File: src/design/io_ctl_pkg.sv
package io_ctl_pkg;

  // Register byte offsets.
  localparam logic [7:0] OFF_IO_CONTROL = 8'h00;
  localparam logic [7:0] OFF_KEYBOARD_DATA = 8'h04;
  localparam logic [7:0] OFF_KEYBOARD_CONTROL = 8'h08;
  localparam logic [7:0] OFF_PORT_LINES = 8'h0C;
  localparam logic [7:0] OFF_IRQ_A_STATUS = 8'h10;
  localparam logic [7:0] OFF_IRQ_A_REQUEST = 8'h14;
  localparam logic [7:0] OFF_IRQ_A_MASK = 8'h18;

  // I/O control field positions.
  localparam int IOC_BIT_VBLANK = 7;
  localparam int IOC_BIT_EXT1 = 6;
  localparam int IOC_BIT_SENSE = 3;
  localparam int IOC_BIT_OD1 = 1;
  localparam int IOC_BIT_OD0 = 0;
  localparam logic [7:0] IOC_ONES_MASK = 8'h34;

  // Keyboard control field positions.
  localparam int KBC_BIT_TX_EMPTY = 7;
  localparam int KBC_BIT_TX_ACTIVE = 6;
  localparam int KBC_BIT_RX_FULL = 5;
  localparam int KBC_BIT_RX_ACTIVE = 4;
  localparam int KBC_BIT_ENABLE = 3;
  localparam int KBC_BIT_PARITY = 2;
  localparam int KBC_BIT_DATA = 1;
  localparam int KBC_BIT_CLOCK = 0;

  // Interrupt group A status field positions.
  localparam int IRQ_BIT_FORCE = 7;
  localparam int IRQ_BIT_TIMER1 = 6;
  localparam int IRQ_BIT_TIMER0 = 5;
  localparam int IRQ_BIT_POR = 4;
  localparam int IRQ_BIT_VBLANK = 3;
  localparam int IRQ_BIT_EXT1 = 2;
  localparam int IRQ_BIT_EXT2 = 0;
  localparam logic [7:0] IRQ_EDGE_MASK = 8'h6D;

  // Reset values.
  localparam logic [2:0] RST_OPEN_DRAIN = 3'h7;
  localparam logic [7:0] RST_PORT_LINES = 8'hFF;
  localparam logic [7:0] RST_IRQ_MASK = 8'h00;
  localparam logic RST_KBD_ENABLE = 1'b0;

  // Keyboard frame: start, eight data, odd parity, stop.
  localparam int KBD_FRAME_BITS = 11;
  localparam logic [3:0] KBD_LAST_BIT = 4'hA;

  // Serial state machine states.
  typedef enum logic [3:0] {
    KS_IDLE = 4'b0001,
    KS_RX = 4'b0010,
    KS_TX_REQ = 4'b0100,
    KS_TX = 4'b1000
  } kbd_state_t;

  // Host holds the keyboard clock low this long before a send, in ns.
  localparam int KBD_TX_HOLD_NS = 100000;
  localparam int CLK_PERIOD_NS = 8;
  localparam int KBD_TX_HOLD_CYC = (KBD_TX_HOLD_NS + CLK_PERIOD_NS - 1) / CLK_PERIOD_NS;

endpackage

File: src/design/sync_edge.sv
// Two-flop synchroniser with rising and falling edge pulses.
module sync_edge
  import io_ctl_pkg::*;
#(
  parameter logic RESET_LEVEL = 1'b0
)
(
  // Clock and control.
  input wire logic clk_sys_i,
  input wire logic rst_n_i,
  input wire logic ce_i,
  // Signal.
  input wire logic async_i,
  output logic level_o,
  output logic rise_o,
  output logic fall_o
);

  logic meta;
  logic stage;
  logic prev;

  always_ff @(posedge clk_sys_i)
  begin
    if (!rst_n_i)
    begin
      meta <= RESET_LEVEL;
      stage <= RESET_LEVEL;
      prev <= RESET_LEVEL;
    end
    else if (ce_i)
    begin
      meta <= async_i;
      stage <= meta;
      prev <= stage;
    end
  end

  assign level_o = stage;
  assign rise_o = ce_i & stage & ~prev;
  assign fall_o = ce_i & ~stage & prev;

endmodule

File: src/design/kbd_serial.sv
// Keyboard serial shifter. Receives device-clocked frames; sends host frames
// after holding the keyboard clock low. Clock edges come from the synchroniser.
module kbd_serial
  import io_ctl_pkg::*;
#(
  parameter int HOLD_CYC = KBD_TX_HOLD_CYC
)
(
  // Clock and control.
  input wire logic clk_sys_i,
  input wire logic rst_n_i,
  input wire logic ce_i,
  input wire logic enable_i,
  // Synchronised link.
  input wire logic kclk_fall_i,
  input wire logic kdata_i,
  // Software side.
  input wire logic tx_load_i,
  input wire logic [7:0] tx_byte_i,
  input wire logic rx_taken_i,
  output logic [7:0] rx_byte_o,
  output logic rx_parity_o,
  output logic rx_full_o,
  output logic rx_active_o,
  output logic tx_empty_o,
  output logic tx_active_o,
  // Pin pulls, high means pull low.
  output logic pull_clock_o,
  output logic pull_data_o
);

  // A zero hold would never end the request phase, so refuse it at elaboration.
  if (HOLD_CYC < 1)
  begin : g_bad_hold
    $error("HOLD_CYC must be at least one");
  end

  kbd_state_t state;
  logic [3:0] bitcnt;
  logic [9:0] shreg;
  logic [7:0] txbuf;
  logic tx_pend;
  logic [$clog2(HOLD_CYC+1)-1:0] hold;
  wire logic tx_parity = ~^txbuf;

  always_ff @(posedge clk_sys_i)
  begin
    if (!rst_n_i || (ce_i && !enable_i))
    begin
      state <= KS_IDLE;
      bitcnt <= 4'h0;
      shreg <= 10'h000;
      txbuf <= 8'h00;
      tx_pend <= 1'b0;
      hold <= '0;
      rx_byte_o <= 8'h00;
      rx_parity_o <= 1'b0;
      rx_full_o <= 1'b0;
      pull_clock_o <= 1'b0;
      pull_data_o <= 1'b0;
    end
    else if (ce_i)
    begin
      if (rx_taken_i)
        rx_full_o <= 1'b0;
      if (tx_load_i)
      begin
        txbuf <= tx_byte_i;
        tx_pend <= 1'b1;
      end
      case (state)
        KS_IDLE:
        begin
          if (tx_pend)
          begin
            state <= KS_TX_REQ;
            hold <= '0;
            pull_clock_o <= 1'b1;
          end
          else if (kclk_fall_i && !kdata_i)
          begin
            state <= KS_RX;
            bitcnt <= 4'h1;
          end
        end
        KS_RX:
        begin
          if (kclk_fall_i)
          begin
            shreg <= {kdata_i, shreg[9:1]};
            bitcnt <= bitcnt + 4'h1;
            if (bitcnt == KBD_LAST_BIT)
            begin
              rx_byte_o <= shreg[8:1];
              rx_parity_o <= shreg[9];
              rx_full_o <= 1'b1;
              state <= KS_IDLE;
            end
          end
        end
        KS_TX_REQ:
        begin
          hold <= hold + 1'b1;
          if (32'(hold) == HOLD_CYC - 1)
          begin
            pull_data_o <= 1'b1;
            pull_clock_o <= 1'b0;
            shreg <= {1'b1, tx_parity, txbuf};
            tx_pend <= 1'b0;
            bitcnt <= 4'h1;
            state <= KS_TX;
          end
        end
        KS_TX:
        begin
          if (kclk_fall_i)
          begin
            pull_data_o <= ~shreg[0];
            shreg <= {1'b1, shreg[9:1]};
            bitcnt <= bitcnt + 4'h1;
            if (bitcnt == KBD_LAST_BIT)
            begin
              pull_data_o <= 1'b0;
              state <= KS_IDLE;
            end
          end
        end
        default:
          state <= KS_IDLE;
      endcase
    end
  end

  assign rx_active_o = (state == KS_RX);
  assign tx_active_o = (state == KS_TX_REQ) || (state == KS_TX);
  assign tx_empty_o = enable_i & ~tx_pend & ~tx_active_o;

endmodule

File: src/design/io_control_low_registers.sv
module io_control_low_registers
  import io_ctl_pkg::*;
#(
  parameter int HOLD_CYC = KBD_TX_HOLD_CYC
)
(
  // Clock, reset and enable.
  input wire logic clk_sys_i,
  input wire logic rst_n_i,
  input wire logic por_n_i,
  input wire logic ce_i,
  // Register port.
  input wire logic [7:0] addr_i,
  input wire logic [7:0] wdata_i,
  input wire logic wr_i,
  input wire logic rd_i,
  output logic [7:0] rdata_o,
  // Status sources.
  input wire logic vertical_blank_flag_i,
  input wire logic ext_irq_one_n_i,
  input wire logic ext_irq_two_i,
  input wire logic timer0_i,
  input wire logic timer1_i,
  // Open-drain pins of the I/O control register.
  input wire logic [1:0] open_drain_out_pins_i,
  output logic [1:0] open_drain_out_pins_o,
  output logic [1:0] open_drain_out_pins_oe_n_o,
  input wire logic open_drain_sense_pin_i,
  output logic open_drain_sense_pin_o,
  output logic open_drain_sense_pin_oe_n_o,
  // General port.
  input wire logic [7:0] general_port_pins_i,
  output logic [7:0] general_port_pins_o,
  output logic [7:0] general_port_pins_oe_n_o,
  // Keyboard link.
  input wire logic keyboard_serial_data_pin_i,
  output logic keyboard_serial_data_pin_o,
  output logic keyboard_serial_data_pin_oe_n_o,
  input wire logic keyboard_serial_clock_pin_i,
  output logic keyboard_serial_clock_pin_o,
  output logic keyboard_serial_clock_pin_oe_n_o,
  // Processor interrupt.
  output logic cpu_irq_n_o
);

  import io_ctl_pkg::*;

  logic [2:0] io_control_reg;
  logic [7:0] port_line_reg;
  logic state_machine_on;
  logic force_data_low;
  logic force_clock_low;
  logic [7:0] irq_group_a_status_reg;
  logic [7:0] edge_stat;
  logic por_flag;
  logic [7:0] irq_mask;
  logic por_meta;
  logic por_sync;

  // Synchronised inputs: level, rise, fall.
  logic [14:0] sync_in;
  logic [14:0] sync_lvl;
  logic [14:0] sync_rise;
  logic [14:0] sync_fall;
  assign sync_in = {timer1_i, timer0_i, ext_irq_two_i, ext_irq_one_n_i,
                    vertical_blank_flag_i, keyboard_serial_clock_pin_i,
                    keyboard_serial_data_pin_i, open_drain_sense_pin_i,
                    open_drain_out_pins_i, general_port_pins_i[4:0]};
  logic [2:0] port_hi_lvl;

  genvar gi;
  generate
    for (gi = 0; gi < 15; gi++)
    begin : g_sync
      sync_edge #(.RESET_LEVEL(1'b1)) u_sync (
        .clk_sys_i(clk_sys_i),
        .rst_n_i(rst_n_i),
        .ce_i(ce_i),
        .async_i(sync_in[gi]),
        .level_o(sync_lvl[gi]),
        .rise_o(sync_rise[gi]),
        .fall_o(sync_fall[gi])
      );
    end
    for (gi = 0; gi < 3; gi++)
    begin : g_port_hi
      sync_edge #(.RESET_LEVEL(1'b1)) u_sync (
        .clk_sys_i(clk_sys_i),
        .rst_n_i(rst_n_i),
        .ce_i(ce_i),
        .async_i(general_port_pins_i[gi + 5]),
        .level_o(port_hi_lvl[gi]),
        .rise_o(),
        .fall_o()
      );
    end
  endgenerate

  // Named views of the synchronised levels and edges.
  wire logic [7:0] port_lvl = {port_hi_lvl, sync_lvl[4:0]};
  wire logic [1:0] od_lvl = sync_lvl[6:5];
  wire logic sense_lvl = sync_lvl[7];
  wire logic synced_key_data_level = sync_lvl[8];
  wire logic synced_key_clock_level = sync_lvl[9];
  wire logic key_clock_fall = sync_fall[9];
  wire logic vblank_lvl = sync_lvl[10];
  wire logic vblank_rise = sync_rise[10];
  wire logic ext1_lvl = sync_lvl[11];
  wire logic ext1_fall = sync_fall[11];
  wire logic ext2_rise = sync_rise[12];
  wire logic timer0_rise = sync_rise[13];
  wire logic timer1_rise = sync_rise[14];

  // Address decode.
  wire logic sel_ioc = (addr_i == OFF_IO_CONTROL);
  wire logic sel_kdat = (addr_i == OFF_KEYBOARD_DATA);
  wire logic sel_kctl = (addr_i == OFF_KEYBOARD_CONTROL);
  wire logic sel_port = (addr_i == OFF_PORT_LINES);
  wire logic sel_sta = (addr_i == OFF_IRQ_A_STATUS);
  wire logic sel_req = (addr_i == OFF_IRQ_A_REQUEST);
  wire logic sel_msk = (addr_i == OFF_IRQ_A_MASK);
  wire logic wr_go = wr_i & ce_i;
  wire logic rd_go = rd_i & ce_i;

  // Keyboard shifter.
  logic [7:0] rx_byte;
  logic parity_received;
  logic rx_shift_full;
  logic rx_active;
  logic tx_shift_empty;
  logic tx_active;
  logic pull_clock;
  logic pull_data;

  kbd_serial #(.HOLD_CYC(HOLD_CYC)) u_kbd (
    .clk_sys_i(clk_sys_i),
    .rst_n_i(rst_n_i),
    .ce_i(ce_i),
    .enable_i(state_machine_on),
    .kclk_fall_i(key_clock_fall),
    .kdata_i(synced_key_data_level),
    .tx_load_i(wr_go & sel_kdat),
    .tx_byte_i(wdata_i),
    .rx_taken_i(rd_go & sel_kdat),
    .rx_byte_o(rx_byte),
    .rx_parity_o(parity_received),
    .rx_full_o(rx_shift_full),
    .rx_active_o(rx_active),
    .tx_empty_o(tx_shift_empty),
    .tx_active_o(tx_active),
    .pull_clock_o(pull_clock),
    .pull_data_o(pull_data)
  );

  // Control registers.
  always_ff @(posedge clk_sys_i)
  begin
    if (!rst_n_i)
    begin
      io_control_reg <= RST_OPEN_DRAIN;
      port_line_reg <= RST_PORT_LINES;
      state_machine_on <= RST_KBD_ENABLE;
      force_data_low <= 1'b0;
      force_clock_low <= 1'b0;
      irq_mask <= RST_IRQ_MASK;
    end
    else if (wr_go)
    begin
      if (sel_ioc)
        io_control_reg <= {wdata_i[IOC_BIT_SENSE], wdata_i[IOC_BIT_OD1],
                           wdata_i[IOC_BIT_OD0]};
      if (sel_port)
        port_line_reg <= wdata_i;
      if (sel_kctl)
      begin
        state_machine_on <= wdata_i[KBC_BIT_ENABLE];
        force_data_low <= wdata_i[KBC_BIT_DATA];
        force_clock_low <= wdata_i[KBC_BIT_CLOCK];
      end
      if (sel_msk)
        irq_mask <= wdata_i;
    end
  end

  // Power-on flag survives the push-button reset; set while power-on is held.
  always_ff @(posedge clk_sys_i)
  begin
    por_meta <= por_n_i;
    por_sync <= por_meta;
  end

  // Edge status. A new edge wins over a clear in the same cycle.
  wire logic [7:0] edge_set = {1'b0, timer1_rise, timer0_rise, 1'b0, vblank_rise,
                               ext1_fall, 1'b0, ext2_rise};
  wire logic [7:0] edge_clr = (wr_go && sel_req) ? (wdata_i & IRQ_EDGE_MASK) : 8'h00;

  always_ff @(posedge clk_sys_i)
  begin
    if (!por_sync)
      por_flag <= 1'b1;
    else if (wr_go && sel_req && wdata_i[IRQ_BIT_POR])
      por_flag <= 1'b0;
  end

  always_ff @(posedge clk_sys_i)
  begin
    if (!rst_n_i || !por_sync)
      edge_stat <= 8'h00;
    else if (ce_i)
      edge_stat <= (edge_set | (edge_stat & ~edge_clr)) & IRQ_EDGE_MASK;
  end

  // Status is assembled from separately owned flops and fixed bits.
  assign irq_group_a_status_reg = {1'b1, edge_stat[6:5], por_flag, edge_stat[3:2], 1'b0,
                                   edge_stat[0]};

  wire logic [7:0] irq_request = irq_group_a_status_reg & irq_mask;

  // Read views.
  wire logic [7:0] io_control_view = {vblank_lvl, ext1_lvl, 2'b11, sense_lvl, 1'b1,
                                      od_lvl};
  wire logic [7:0] keyboard_control_view = {tx_shift_empty,
                                            tx_active,
                                            rx_shift_full,
                                            rx_active,
                                            state_machine_on,
                                            parity_received,
                                            synced_key_data_level,
                                            synced_key_clock_level};
  wire logic [7:0] read_mux = sel_ioc ? io_control_view :
                              sel_kdat ? rx_byte :
                              sel_kctl ? keyboard_control_view :
                              sel_port ? port_lvl :
                              sel_sta ? irq_group_a_status_reg :
                              sel_req ? irq_request :
                              sel_msk ? irq_mask : 8'h00;

  always_ff @(posedge clk_sys_i)
  begin
    if (!rst_n_i)
      rdata_o <= 8'h00;
    else if (rd_go)
      rdata_o <= read_mux;
  end

  // Pin drive: outputs always low, enable low while pulling.
  assign open_drain_out_pins_o = 2'b00;
  assign open_drain_out_pins_oe_n_o = io_control_reg[1:0];
  assign open_drain_sense_pin_o = 1'b0;
  assign open_drain_sense_pin_oe_n_o = io_control_reg[2];
  assign general_port_pins_o = 8'h00;
  assign general_port_pins_oe_n_o = port_line_reg;
  assign keyboard_serial_data_pin_o = 1'b0;
  assign keyboard_serial_data_pin_oe_n_o = ~(force_data_low | pull_data);
  assign keyboard_serial_clock_pin_o = 1'b0;
  assign keyboard_serial_clock_pin_oe_n_o = ~(force_clock_low | pull_clock);
  assign cpu_irq_n_o = ~|irq_request;

endmodule

File: config.mk
export PLATFORM = sky130hd
export DESIGN_NAME = io_control_low_registers
export DESIGN_NICKNAME = d
export VERILOG_FILES = /design/src/design/io_ctl_pkg.sv /design/src/design/sync_edge.sv /design/src/design/kbd_serial.sv /design/src/design/io_control_low_registers.sv
export SDC_FILE = /design/constraint.sdc
export NUM_CORES = 1
export LEC_CHECK = 0
export BUFFER_PORTS_ARGS = -buffer_cell sky130_fd_sc_hd__buf_2
export CORE_ASPECT_RATIO = 0.75
export CORE_UTILIZATION = 45
export CTS_CLUSTER_DIAMETER = 40
export DETAILED_ROUTE_END_ITERATION = 8
export PLACE_DENSITY = 0.69
export SLEW_MARGIN = 10
export SYNTH_ARGS = -nofsm -noshare
export SYNTH_HDL_FRONTEND = slang
export SYNTH_SLANG_ARGS = --single-unit
File: constraint.sdc
create_clock -name clk_sys_i -period 2 [get_ports clk_sys_i]
set_clock_uncertainty 0.15 [all_clocks]
set_input_delay 0.2 -clock clk_sys_i [delete_from_list [all_inputs] [get_ports clk_sys_i]]
set_output_delay 0.2 -clock clk_sys_i [all_outputs]
set_load 0.01 [all_outputs]
==> flow_summary.yaml, run 1 <==
grt:
  grt_max_degree: 73
  grt_pass1_wl_mm: 25.4
  overflow: 0
  grt.total_usage_pct: 23.9
  grt_pass1_vias: 5251
  grt_antenna_before_repair: 0
drt:
  first_iter_violations: 396
  vias_per_cell: 5.42
  routed_wl_mm: 15.8
  drt-pass1-iter-count: 7
  drtAntennaViolNets: 0
  route.detailed.drc: 0
  vias: 5423
  wl_per_cell_um: 15.8
placement:
  numPortBuffers: 61
  dpl.hpwl_mm: 11.0
  place.gp.congestion: 0.876
final_layout:
  nets: 861
  drive_gt1_share_pct: 21.1
  utilization_pct: 59.9
  syn_to_final_growth_pct: 30.2
  diodes: 0
sta:
  setup_viol: 2
  rsz0062_at_grt: "true"
  fmax_mhz: 498
  slew_viol_final: 0
  holdWs_ps: 7.24
  worst_pin_slew_ps: 516
  finalCritPeriodShare_pct: 100
  hold_viol: 0
  max_slew_margin_pct: 65.1
  setup_ws_ps: -8.01
  final.min_clock_period_ps: 2010
clock_tree:
  clk_path_buf_depth: 2
  path_clk_slew_ps: 60
  cts_made_buffers: 17
  tritoncts: "done"
  cts_max_level: 4
  cts-root-buf: "clkbuf_16"
  insertion_delay_ps: 410
  clock_sinks: 133
yosys:
  synth_area_um2: 5970
  ys_ff_latch: 133
  ys_warn_count: 0
  yosysSeqAreaShare_pct: 44.6
  ys.flop_type: "dfxtp_1"
  synthArstFlopShare_pct: 0
  synth_edf_count: 0
  synth.avg_cell_area_um2: 8.59
  synthCells: 695
  yosys.cell_types.count: 64
status:
  status: "finished, violations left"
  failed_checks: "setup timing"
worst_setup_path:
  path_class: "reg -> reg"
  rr_startpoint: "u_kbd.state[0]"
  crit_required_ps: 2140
  critPathLaunchType: "flop"
  crit_path_end_kind: "flop"
  worstPathArrival_ps: 2150
  crit_fanout: 5
  crit_start: "u_kbd.state[0]"
pwr:
  p_per_area_nw_per_um2: 838
  p_leak_uw: 0.00322
  peakVddDrop_v: 0.000648
min_path:
  holdCritStartpoint: "wdata_i[0]"
  min_path_type: "in -> reg"
die:
  die_h_um: 102
  dieWidth_um: 135
  initial_core_util_pct: 46.0
  design.die.area_um2: 13700
  row_count: 36
  io_pins: 75
  core_area_um2: 13000
job:
  max-cap-violations: 0
[what timing repair did]
action,in CTS,in global routing
pin swaps,3,12
resized for setup,3,16
setup endpoints to repair,14,30
setup buffers,1,4
gates cloned,0,1
endpoints found under the hold margin,38,0
hold buffers,27,0
[layout make-up]
type,instances,area (µm²)
repair buffers,148,1090
multi-input cells,507,3120
clock inverters,9,175
clock buffers,22,464
inverters,11,41.3
well taps,171,214
flip-flops and latches,133,2670
fillers,1109,5200
[per-stage QoR]
stage	setup WS [ps]	std cells	TNS (ps)	instance area, µm²	power, µW
2_1_floorplan	16.0	707	0	6020	3010
3_3_place_gp	-35.6	937	-298	6730	3130
3_5_place_dp	-101	937	-2150	6730	3140
4_1_cts	2.44	996	0	7660	6550
5_1_grt	-73.1	1001	-435	7770	6730
6_report	-8.01	1001	-12.6	7770	6520
[power breakdown]
group | switching, µW | internal, µW | leakage, µW | total (µW)
Clock | 1120 | 2270 | 0.000306 | 3380
Sequential | 28.3 | 2700 | 0.00108 | 2720
Combinational | 230 | 178 | 0.00183 | 407
[worst max-delay path, stage by stage (launching register included)]
cell,delay (ps)
dfxtp_1,420
nand3b_1,180
a2111oi_4,390
buf_4,210
and4_4,250
nand3_2,80
xor2_1,170
nor2_1,50
[Yosys cell counts (4+ instances only)]
library cell    n  area (µm²)
nand4_1         5        31.3
mux2i_1        64         641
or3_1           6        37.5
inv_1          10        37.5
nor3_1         10        50.1
nor2_1         76         285
a21boi_0        4        30.0
clkbuf_1       31         116
a21o_1          6        45.0
a31oi_1         4        25.0
nand2b_1        5        31.3
dfxtp_1       133        2660
and3_1          5        31.3
nor2b_1        13        81.3
a22oi_1         5        37.5
o21ai_0        22         110
buf_2           8        40.0
nand3_1        31         155
a311oi_1        9        78.8
nand2_1       117         439
buf_4          14         105
xnor2_1        10        87.6
a21oi_1        34         170
xor2_1         11        96.3
[cell families (layout without fill, tap and decap cells)]
group | Yosys count | in the layout | synth area share [%]
AND/OR/NAND/NOR | 289 | 289 | 22.3
flip-flops | 133 | 133 | 44.6
AO/OA/AOI/OAI | 117 | 117 | 13.4
buffers and inverters | 67 | 190 | 5.28
multiplexers | 64 | 64 | 10.7
XOR/XNOR | 21 | 21 | 3.08
adder cells (fa/ha/maj) | 3 | 3 | 0.629
other | 1 | 13 | 0.0628
[metal layers]
| metal | global-route usage, % | wire length [µm] | share of wire [%] | vias to the layer above |
|---|---|---|---|---|
| met5 | 0 | 0 | 0 | - |
| met4 | 10.3 | 324 | 2.0 | 0 |
| met3 | 4.10 | 764 | 4.8 | 25 |
| met2 | 39.1 | 7340 | 46 | 175 |
| met1 | 31.1 | 7410 | 47 | 2583 |
| li1 | - | - | - | 2640 |
[layout by cell type (no fill, tap or decap), types with 13 or more instances in the layout]
cell type,netlist,routed
buf_2,8,61
clkbuf_16,0,18
a21oi_1,34,32
buf_4,14,55
dlygate4sd3_1,0,27
conb_1,1,13
mux2i_1,64,64
o21ai_0,22,22
nand3_1,31,30
nor2b_1,13,13
nor2_1,76,76
dfxtp_1,133,130
nand2_1,117,115
[worst paths after layout]
check                                              endpoint  slack, ps  cells after the start
worst min-delay path            general_port_pins_oe_n_o[0]          7                      3
worst max-delay path                         u_kbd.hold[13]         -8                      7
worst max register to register               u_kbd.hold[13]         -8                      7
worst min register to register                     por_sync        180                      0
(Power assumes the default switching activity.)
==> run 2: changes to the inputs <==
Settings changed: CORE_ASPECT_RATIO 0.75 to 0.5.
==> flow_summary.yaml, run 2 (synthesized netlist as in run 1, its figures left out) <==
worst_setup_path:
  critical_path_cell_count: 7
  crit_slowest_cell: "a2111oi_4"
  path_class: "reg -> reg"
  crit_chain: "nand3b_1 -> a2111oi_4 -> buf_4 -> and4_4 -> nand3_1 -> xor2_1 -> nor2_1"
  rr_startpoint: "u_kbd.state[2]"
  cp_num_buf_inv: 1
  cp_top_family: "simple AND/OR/NAND/NOR gates"
  ff2ff_path_depth: 7
  crit_required_ps: 2160
  reg2reg_setup_slack_ps: 4
  worstPathArrival_ps: 2160
  critPathLaunchType: "flop"
  slowest_delay_ps: 410
  crit_path_end_kind: "flop"
  r2r_end: "u_kbd.hold[13]"
  crit_fanout: 5
min_path:
  whs_endpoint: "u_kbd.hold[1]"
  holdCritStartpoint: "ce_i"
  min_path_type: "in -> reg"
  hold_depth: 4
sta:
  holdWs_ps: 61.4
  rsz0062_at_grt: "true"
  finalCritPeriodShare_pct: 99.8
  hold_viol: 0
  setup_tns_ps: 0
  fmax_mhz: 501
  worst_pin_slew_ps: 633
  setup_viol: 0
  slew_viol_final: 0
  max_slew_margin_pct: 56.7
  final.min_clock_period_ps: 2000
grt:
  grt_pass1_vias: 5038
  grt_max_degree: 52
  grt_antenna_before_repair: 0
  grt_pass1_wl_mm: 24.7
  overflow: 0
  grt.total_usage_pct: 23.0
die:
  core_area_um2: 12800
  die_h_um: 83.5
  initial_core_util_pct: 46.6
  row_count: 29
  design.die.area_um2: 13800
  io_pins: 75
  dieWidth_um: 165
final_layout:
  drive_gt1_share_pct: 22.9
  syn_to_final_growth_pct: 30.8
  layout_common_cells: "130 x dfxtp_1, 114 x nand2_1, 72 x nor2_1"
  utilization_pct: 61.0
  nets: 865
  mostFrequentLayoutCell: "dfxtp_1"
  diodes: 0
placement:
  dpl.hpwl_mm: 10.3
  numPortBuffers: 61
  place.gp.congestion: 0.851
clock_tree:
  path_clk_slew_ps: 60
  cts_made_buffers: 17
  tritoncts: "done"
  clock_sinks: 133
  cts_max_level: 4
  clk_path_buf_depth: 2
  insertion_delay_ps: 420
  cts-root-buf: "clkbuf_16"
drt:
  drtAntennaViolNets: 0
  vias: 5417
  route.detailed.drc: 0
  vias_per_cell: 5.40
  wl_per_cell_um: 15.2
  first_iter_violations: 525
  routed_wl_mm: 15.3
  drt-pass1-iter-count: 5
pwr:
  p_per_area_nw_per_um2: 783
  peakVddDrop_v: 0.000530
  p_comb_share_pct: 6.8
  clockPowerShare_pct: 48.7
  p_switching_uw: 1490
  power_frac_seq_pct: 44.6
  netSwitchingFraction_pct: 24.3
  p_leak_uw: 0.00324
  p_int_uw: 4630
status:
  status: "finished clean"
job:
  max-cap-violations: 0
[run 2: cell count changes in the layout (fill, tap and decap cells not counted), moves of 3 or more]
| cell | change |
|---|---|
| bufinv_16 | -4 |
| clkinv_4 | +4 |
| nor2_1 | -4 |
| buf_4 | +3 |
| clkbuf_1 | -3 |
| inv_6 | +3 |
[run 2: layer usage]
layer	up-vias	track usage [%]	part of all wire [%]
li1	2653	-	-
met1	2582	30.1	47
met2	161	36.4	46
met3	21	6.21	5.7
met4	0	7.67	1.6
met5	-	0	0
[run 2: worst max path at each step]
stage                         from               to  slack, ps
finish              u_kbd.state[2]   u_kbd.hold[13]          4
floorplan           u_kbd.state[2]   u_kbd.hold[11]         20
global placement     u_kbd.hold[5]  u_kbd.bitcnt[3]        -50
global route         u_kbd.hold[1]   u_kbd.shreg[7]       -110
detailed placement       addr_i[1]       rdata_o[3]        -80
CTS                  u_kbd.hold[0]   u_kbd.shreg[0]          5
[run 2: worst reg2reg max path, cell delays in order (launching register included)]
cell and delay [ps]:
dfxtp_2 330, nand3b_1 220, a2111oi_4 410, buf_4 210, and4_4 260, nand3_1 100, xor2_1 170, nor2_1 50
[run 2: per-stage QoR]
step / setup WS [ps] / cells / total power, µW / instance area, µm²
2_1_floorplan: 16.0 / 707 / 3010 / 6020
3_3_place_gp: -51.1 / 937 / 3140 / 6730
3_5_place_dp: -79.7 / 937 / 3150 / 6730
4_1_cts: 5.05 / 999 / 6140 / 7640
5_1_grt: -108 / 1004 / 6300 / 7810
6_report: 3.63 / 1004 / 6120 / 7810
[run 2: layout make-up]
class / count / area [µm²]
fillers: 1076 / 5000
multi-input cells: 507 / 3180
flip-flops and latches: 133 / 2670
repair buffers: 152 / 1140
clock buffers: 18 / 439
well taps: 170 / 213
clock inverters: 13 / 126
inverters: 11 / 41.3
[run 2: power groups by stage]
stage / clock (µW) / combinational [µW] / sequential, µW
floorplan: 0 / 237 / 2770
global placement: 0 / 357 / 2780
detailed placement: 0 / 362 / 2780
CTS: 3010 / 405 / 2730
global route: 3120 / 454 / 2730
finish: 2980 / 414 / 2730
[run 2: timing repair]
item                                    in CTS  in global routing
pin swaps                                    5                 16
gates cloned                                 1                  1
hold buffers                                27                  0
endpoints found under the setup margin      12                 36
hold endpoints to repair                    40                  0
buffers inserted                             3                  4
resized for setup                            4                 31
==> run 3: changes to the inputs <==
Clock period 2 ns to 1.6 ns, I/O delays scaled along.
==> flow_summary.yaml, run 3 (synthesized netlist as in run 1, its figures left out) <==
status:
  status: "finished, violations left"
  failed_checks: "setup timing"
sta:
  setup_tns_ps: -8970
  setup_viol: 48
  hold_viol: 0
  final.min_clock_period_ps: 1930
  slew_viol_final: 0
  fmax_mhz: 519
  finalCritPeriodShare_pct: 120
  worst_pin_slew_ps: 570
  rsz0062_at_grt: "true"
  max_slew_margin_pct: 62.0
  setup_ws_ps: -325
worst_setup_path:
  rr_startpoint: "u_kbd.hold[1]"
  crit_required_ps: 1810
  r2r_end: "u_kbd.state[1]"
  cp_top_family: "simple AND/OR/NAND/NOR gates"
  path_class: "reg -> reg"
  crit_fanout: 5
  crit_path_end_kind: "flop"
  reg2reg_setup_slack_ps: -330
  crit_chain: "ha_4 -> and4b_1 -> nand4_1 -> buf_4 -> a21oi_4 -> nand2_4 -> nor3_2 -> o221a_2"
  slowest_delay_ps: 350
  critPathLaunchType: "flop"
  worstPathArrival_ps: 2130
  ff2ff_path_depth: 8
  crit_slowest_cell: "dfxtp_2"
  cp_num_buf_inv: 1
placement:
  place.gp.congestion: 0.855
  dpl.hpwl_mm: 10.8
  numPortBuffers: 61
  dp_cells: 981
grt:
  overflow: 0
  grt.total_usage_pct: 24.9
  grt_pass1_wl_mm: 26.8
  grt_pass1_vias: 5417
  grt_antenna_before_repair: 0
  grt_max_degree: 74
die:
  design.die.area_um2: 13800
  die_h_um: 83.5
  initial_core_util_pct: 46.6
  io_pins: 75
  row_count: 29
  core_area_um2: 12800
  dieWidth_um: 165
drt:
  route.detailed.drc: 0
  first_iter_violations: 407
  routed_wl_mm: 16.5
  vias: 5606
  drtAntennaViolNets: 0
  wl_per_cell_um: 15.8
  drt-pass1-iter-count: 5
  vias_per_cell: 5.35
clock_tree:
  tritoncts: "done"
  clk_path_buf_depth: 2
  cts_max_level: 4
  cts_made_buffers: 17
  insertion_delay_ps: 420
  path_clk_slew_ps: 60
  clock_sinks: 133
  cts-root-buf: "clkbuf_16"
pwr:
  peakVddDrop_v: 0.000722
  p_leak_uw: 0.00350
  p_per_area_nw_per_um2: 927
min_path:
  holdCritStartpoint: "rst_n_i"
  whs_endpoint: "g_sync[0].u_sync.meta"
  min_path_type: "in -> reg"
  hold_depth: 3
job:
  max-cap-violations: 0
final_layout:
  mostFrequentLayoutCell: "dfxtp_1"
  diodes: 0
  layout_common_cells: "121 x dfxtp_1, 112 x nand2_1, 89 x buf_4"
  drive_gt1_share_pct: 30.7
  fillCellCount: 1002
  nets: 907
  utilization_pct: 65.6
  finalNonFillerCells: 1047
  syn_to_final_growth_pct: 40.7
==> run 3: area by class of cell <==
class | count | area (µm²) | area share (%)
Clock inverter | 14 | 136 | 1.62
Timing Repair Buffer | 194 | 1500 | 17.8
Inverter | 11 | 42.5 | 0.506
Sequential cell | 133 | 2680 | 31.9
Tap cell | 170 | 213 | 2.53
Clock buffer | 18 | 439 | 5.23
Multi-Input combinational cell | 507 | 3390 | 40.3
==> run 3: how the worst max path moves through the flow <==
stage | start | end | slack [ps] | cells past startpoint
detailed placement | addr_i[1] | irq_mask[0] | -380 | 7
floorplan | u_kbd.state[2] | u_kbd.hold[9] | -300 | 7
finish | u_kbd.hold[1] | u_kbd.state[1] | -330 | 8
CTS | u_kbd.state[0] | u_kbd.hold[9] | -310 | 6
global route | u_kbd.hold[3] | u_kbd.state[1] | -440 | 7
global placement | addr_i[1] | general_port_pins_oe_n_o[5] | -340 | 8
==> run 3: worst register-to-register path, cell delays in order (launching register included) <==
cell and delay (ps):
dfxtp_2 350, ha_4 130, and4b_1 180, nand4_1 160, buf_4 200, a21oi_4 220
nand2_4 120, nor3_2 150, o221a_2 210
==> run 3: metrics by stage <==
step / area (µm²) / hold slack (ps) / setup WS (ps) / total power, µW
floorplan: 6170 / 37.7 / -301 / 3780
CTS: 8200 / 40.0 / -313 / 7800
finish: 8400 / 34.6 / -325 / 7790
global placement: 7160 / 115 / -339 / 3970
global route: 8400 / 58.5 / -445 / 8050
detailed placement: 7160 / 116 / -381 / 3970
==> run 3: report_power, final <==
part | switching (µW) | internal [µW] | leakage (µW)
Sequential | 34.3 | 3370 | 0.00108
Combinational | 317 | 266 | 0.00214
Clock | 1590 | 2210 | 0.000280
==> run 3: repair_timing <==
| item | 4_1_cts | 5_1_grt |
|---|---|---|
| setup endpoints to repair | 49 | 72 |
| endpoints found under the hold margin | 53 | 0 |
| gates cloned | 1 | 1 |
| pin swaps | 13 | 23 |
| buffers inserted | 6 | 3 |
| hold buffers | 27 | 0 |
| gates resized for setup | 35 | 42 |
==> run 3: per-layer routing <==
layer / track usage, % / part of all wire [%] / routed length (µm) / vias up
met5: 0 / 0 / 0 / -
met4: 9.76 / 1.8 / 304 / 0
met3: 4.97 / 5.8 / 952 / 29
met2: 38.7 / 47 / 7700 / 165
met1: 33.8 / 46 / 7570 / 2680
li1: - / - / - / 2732
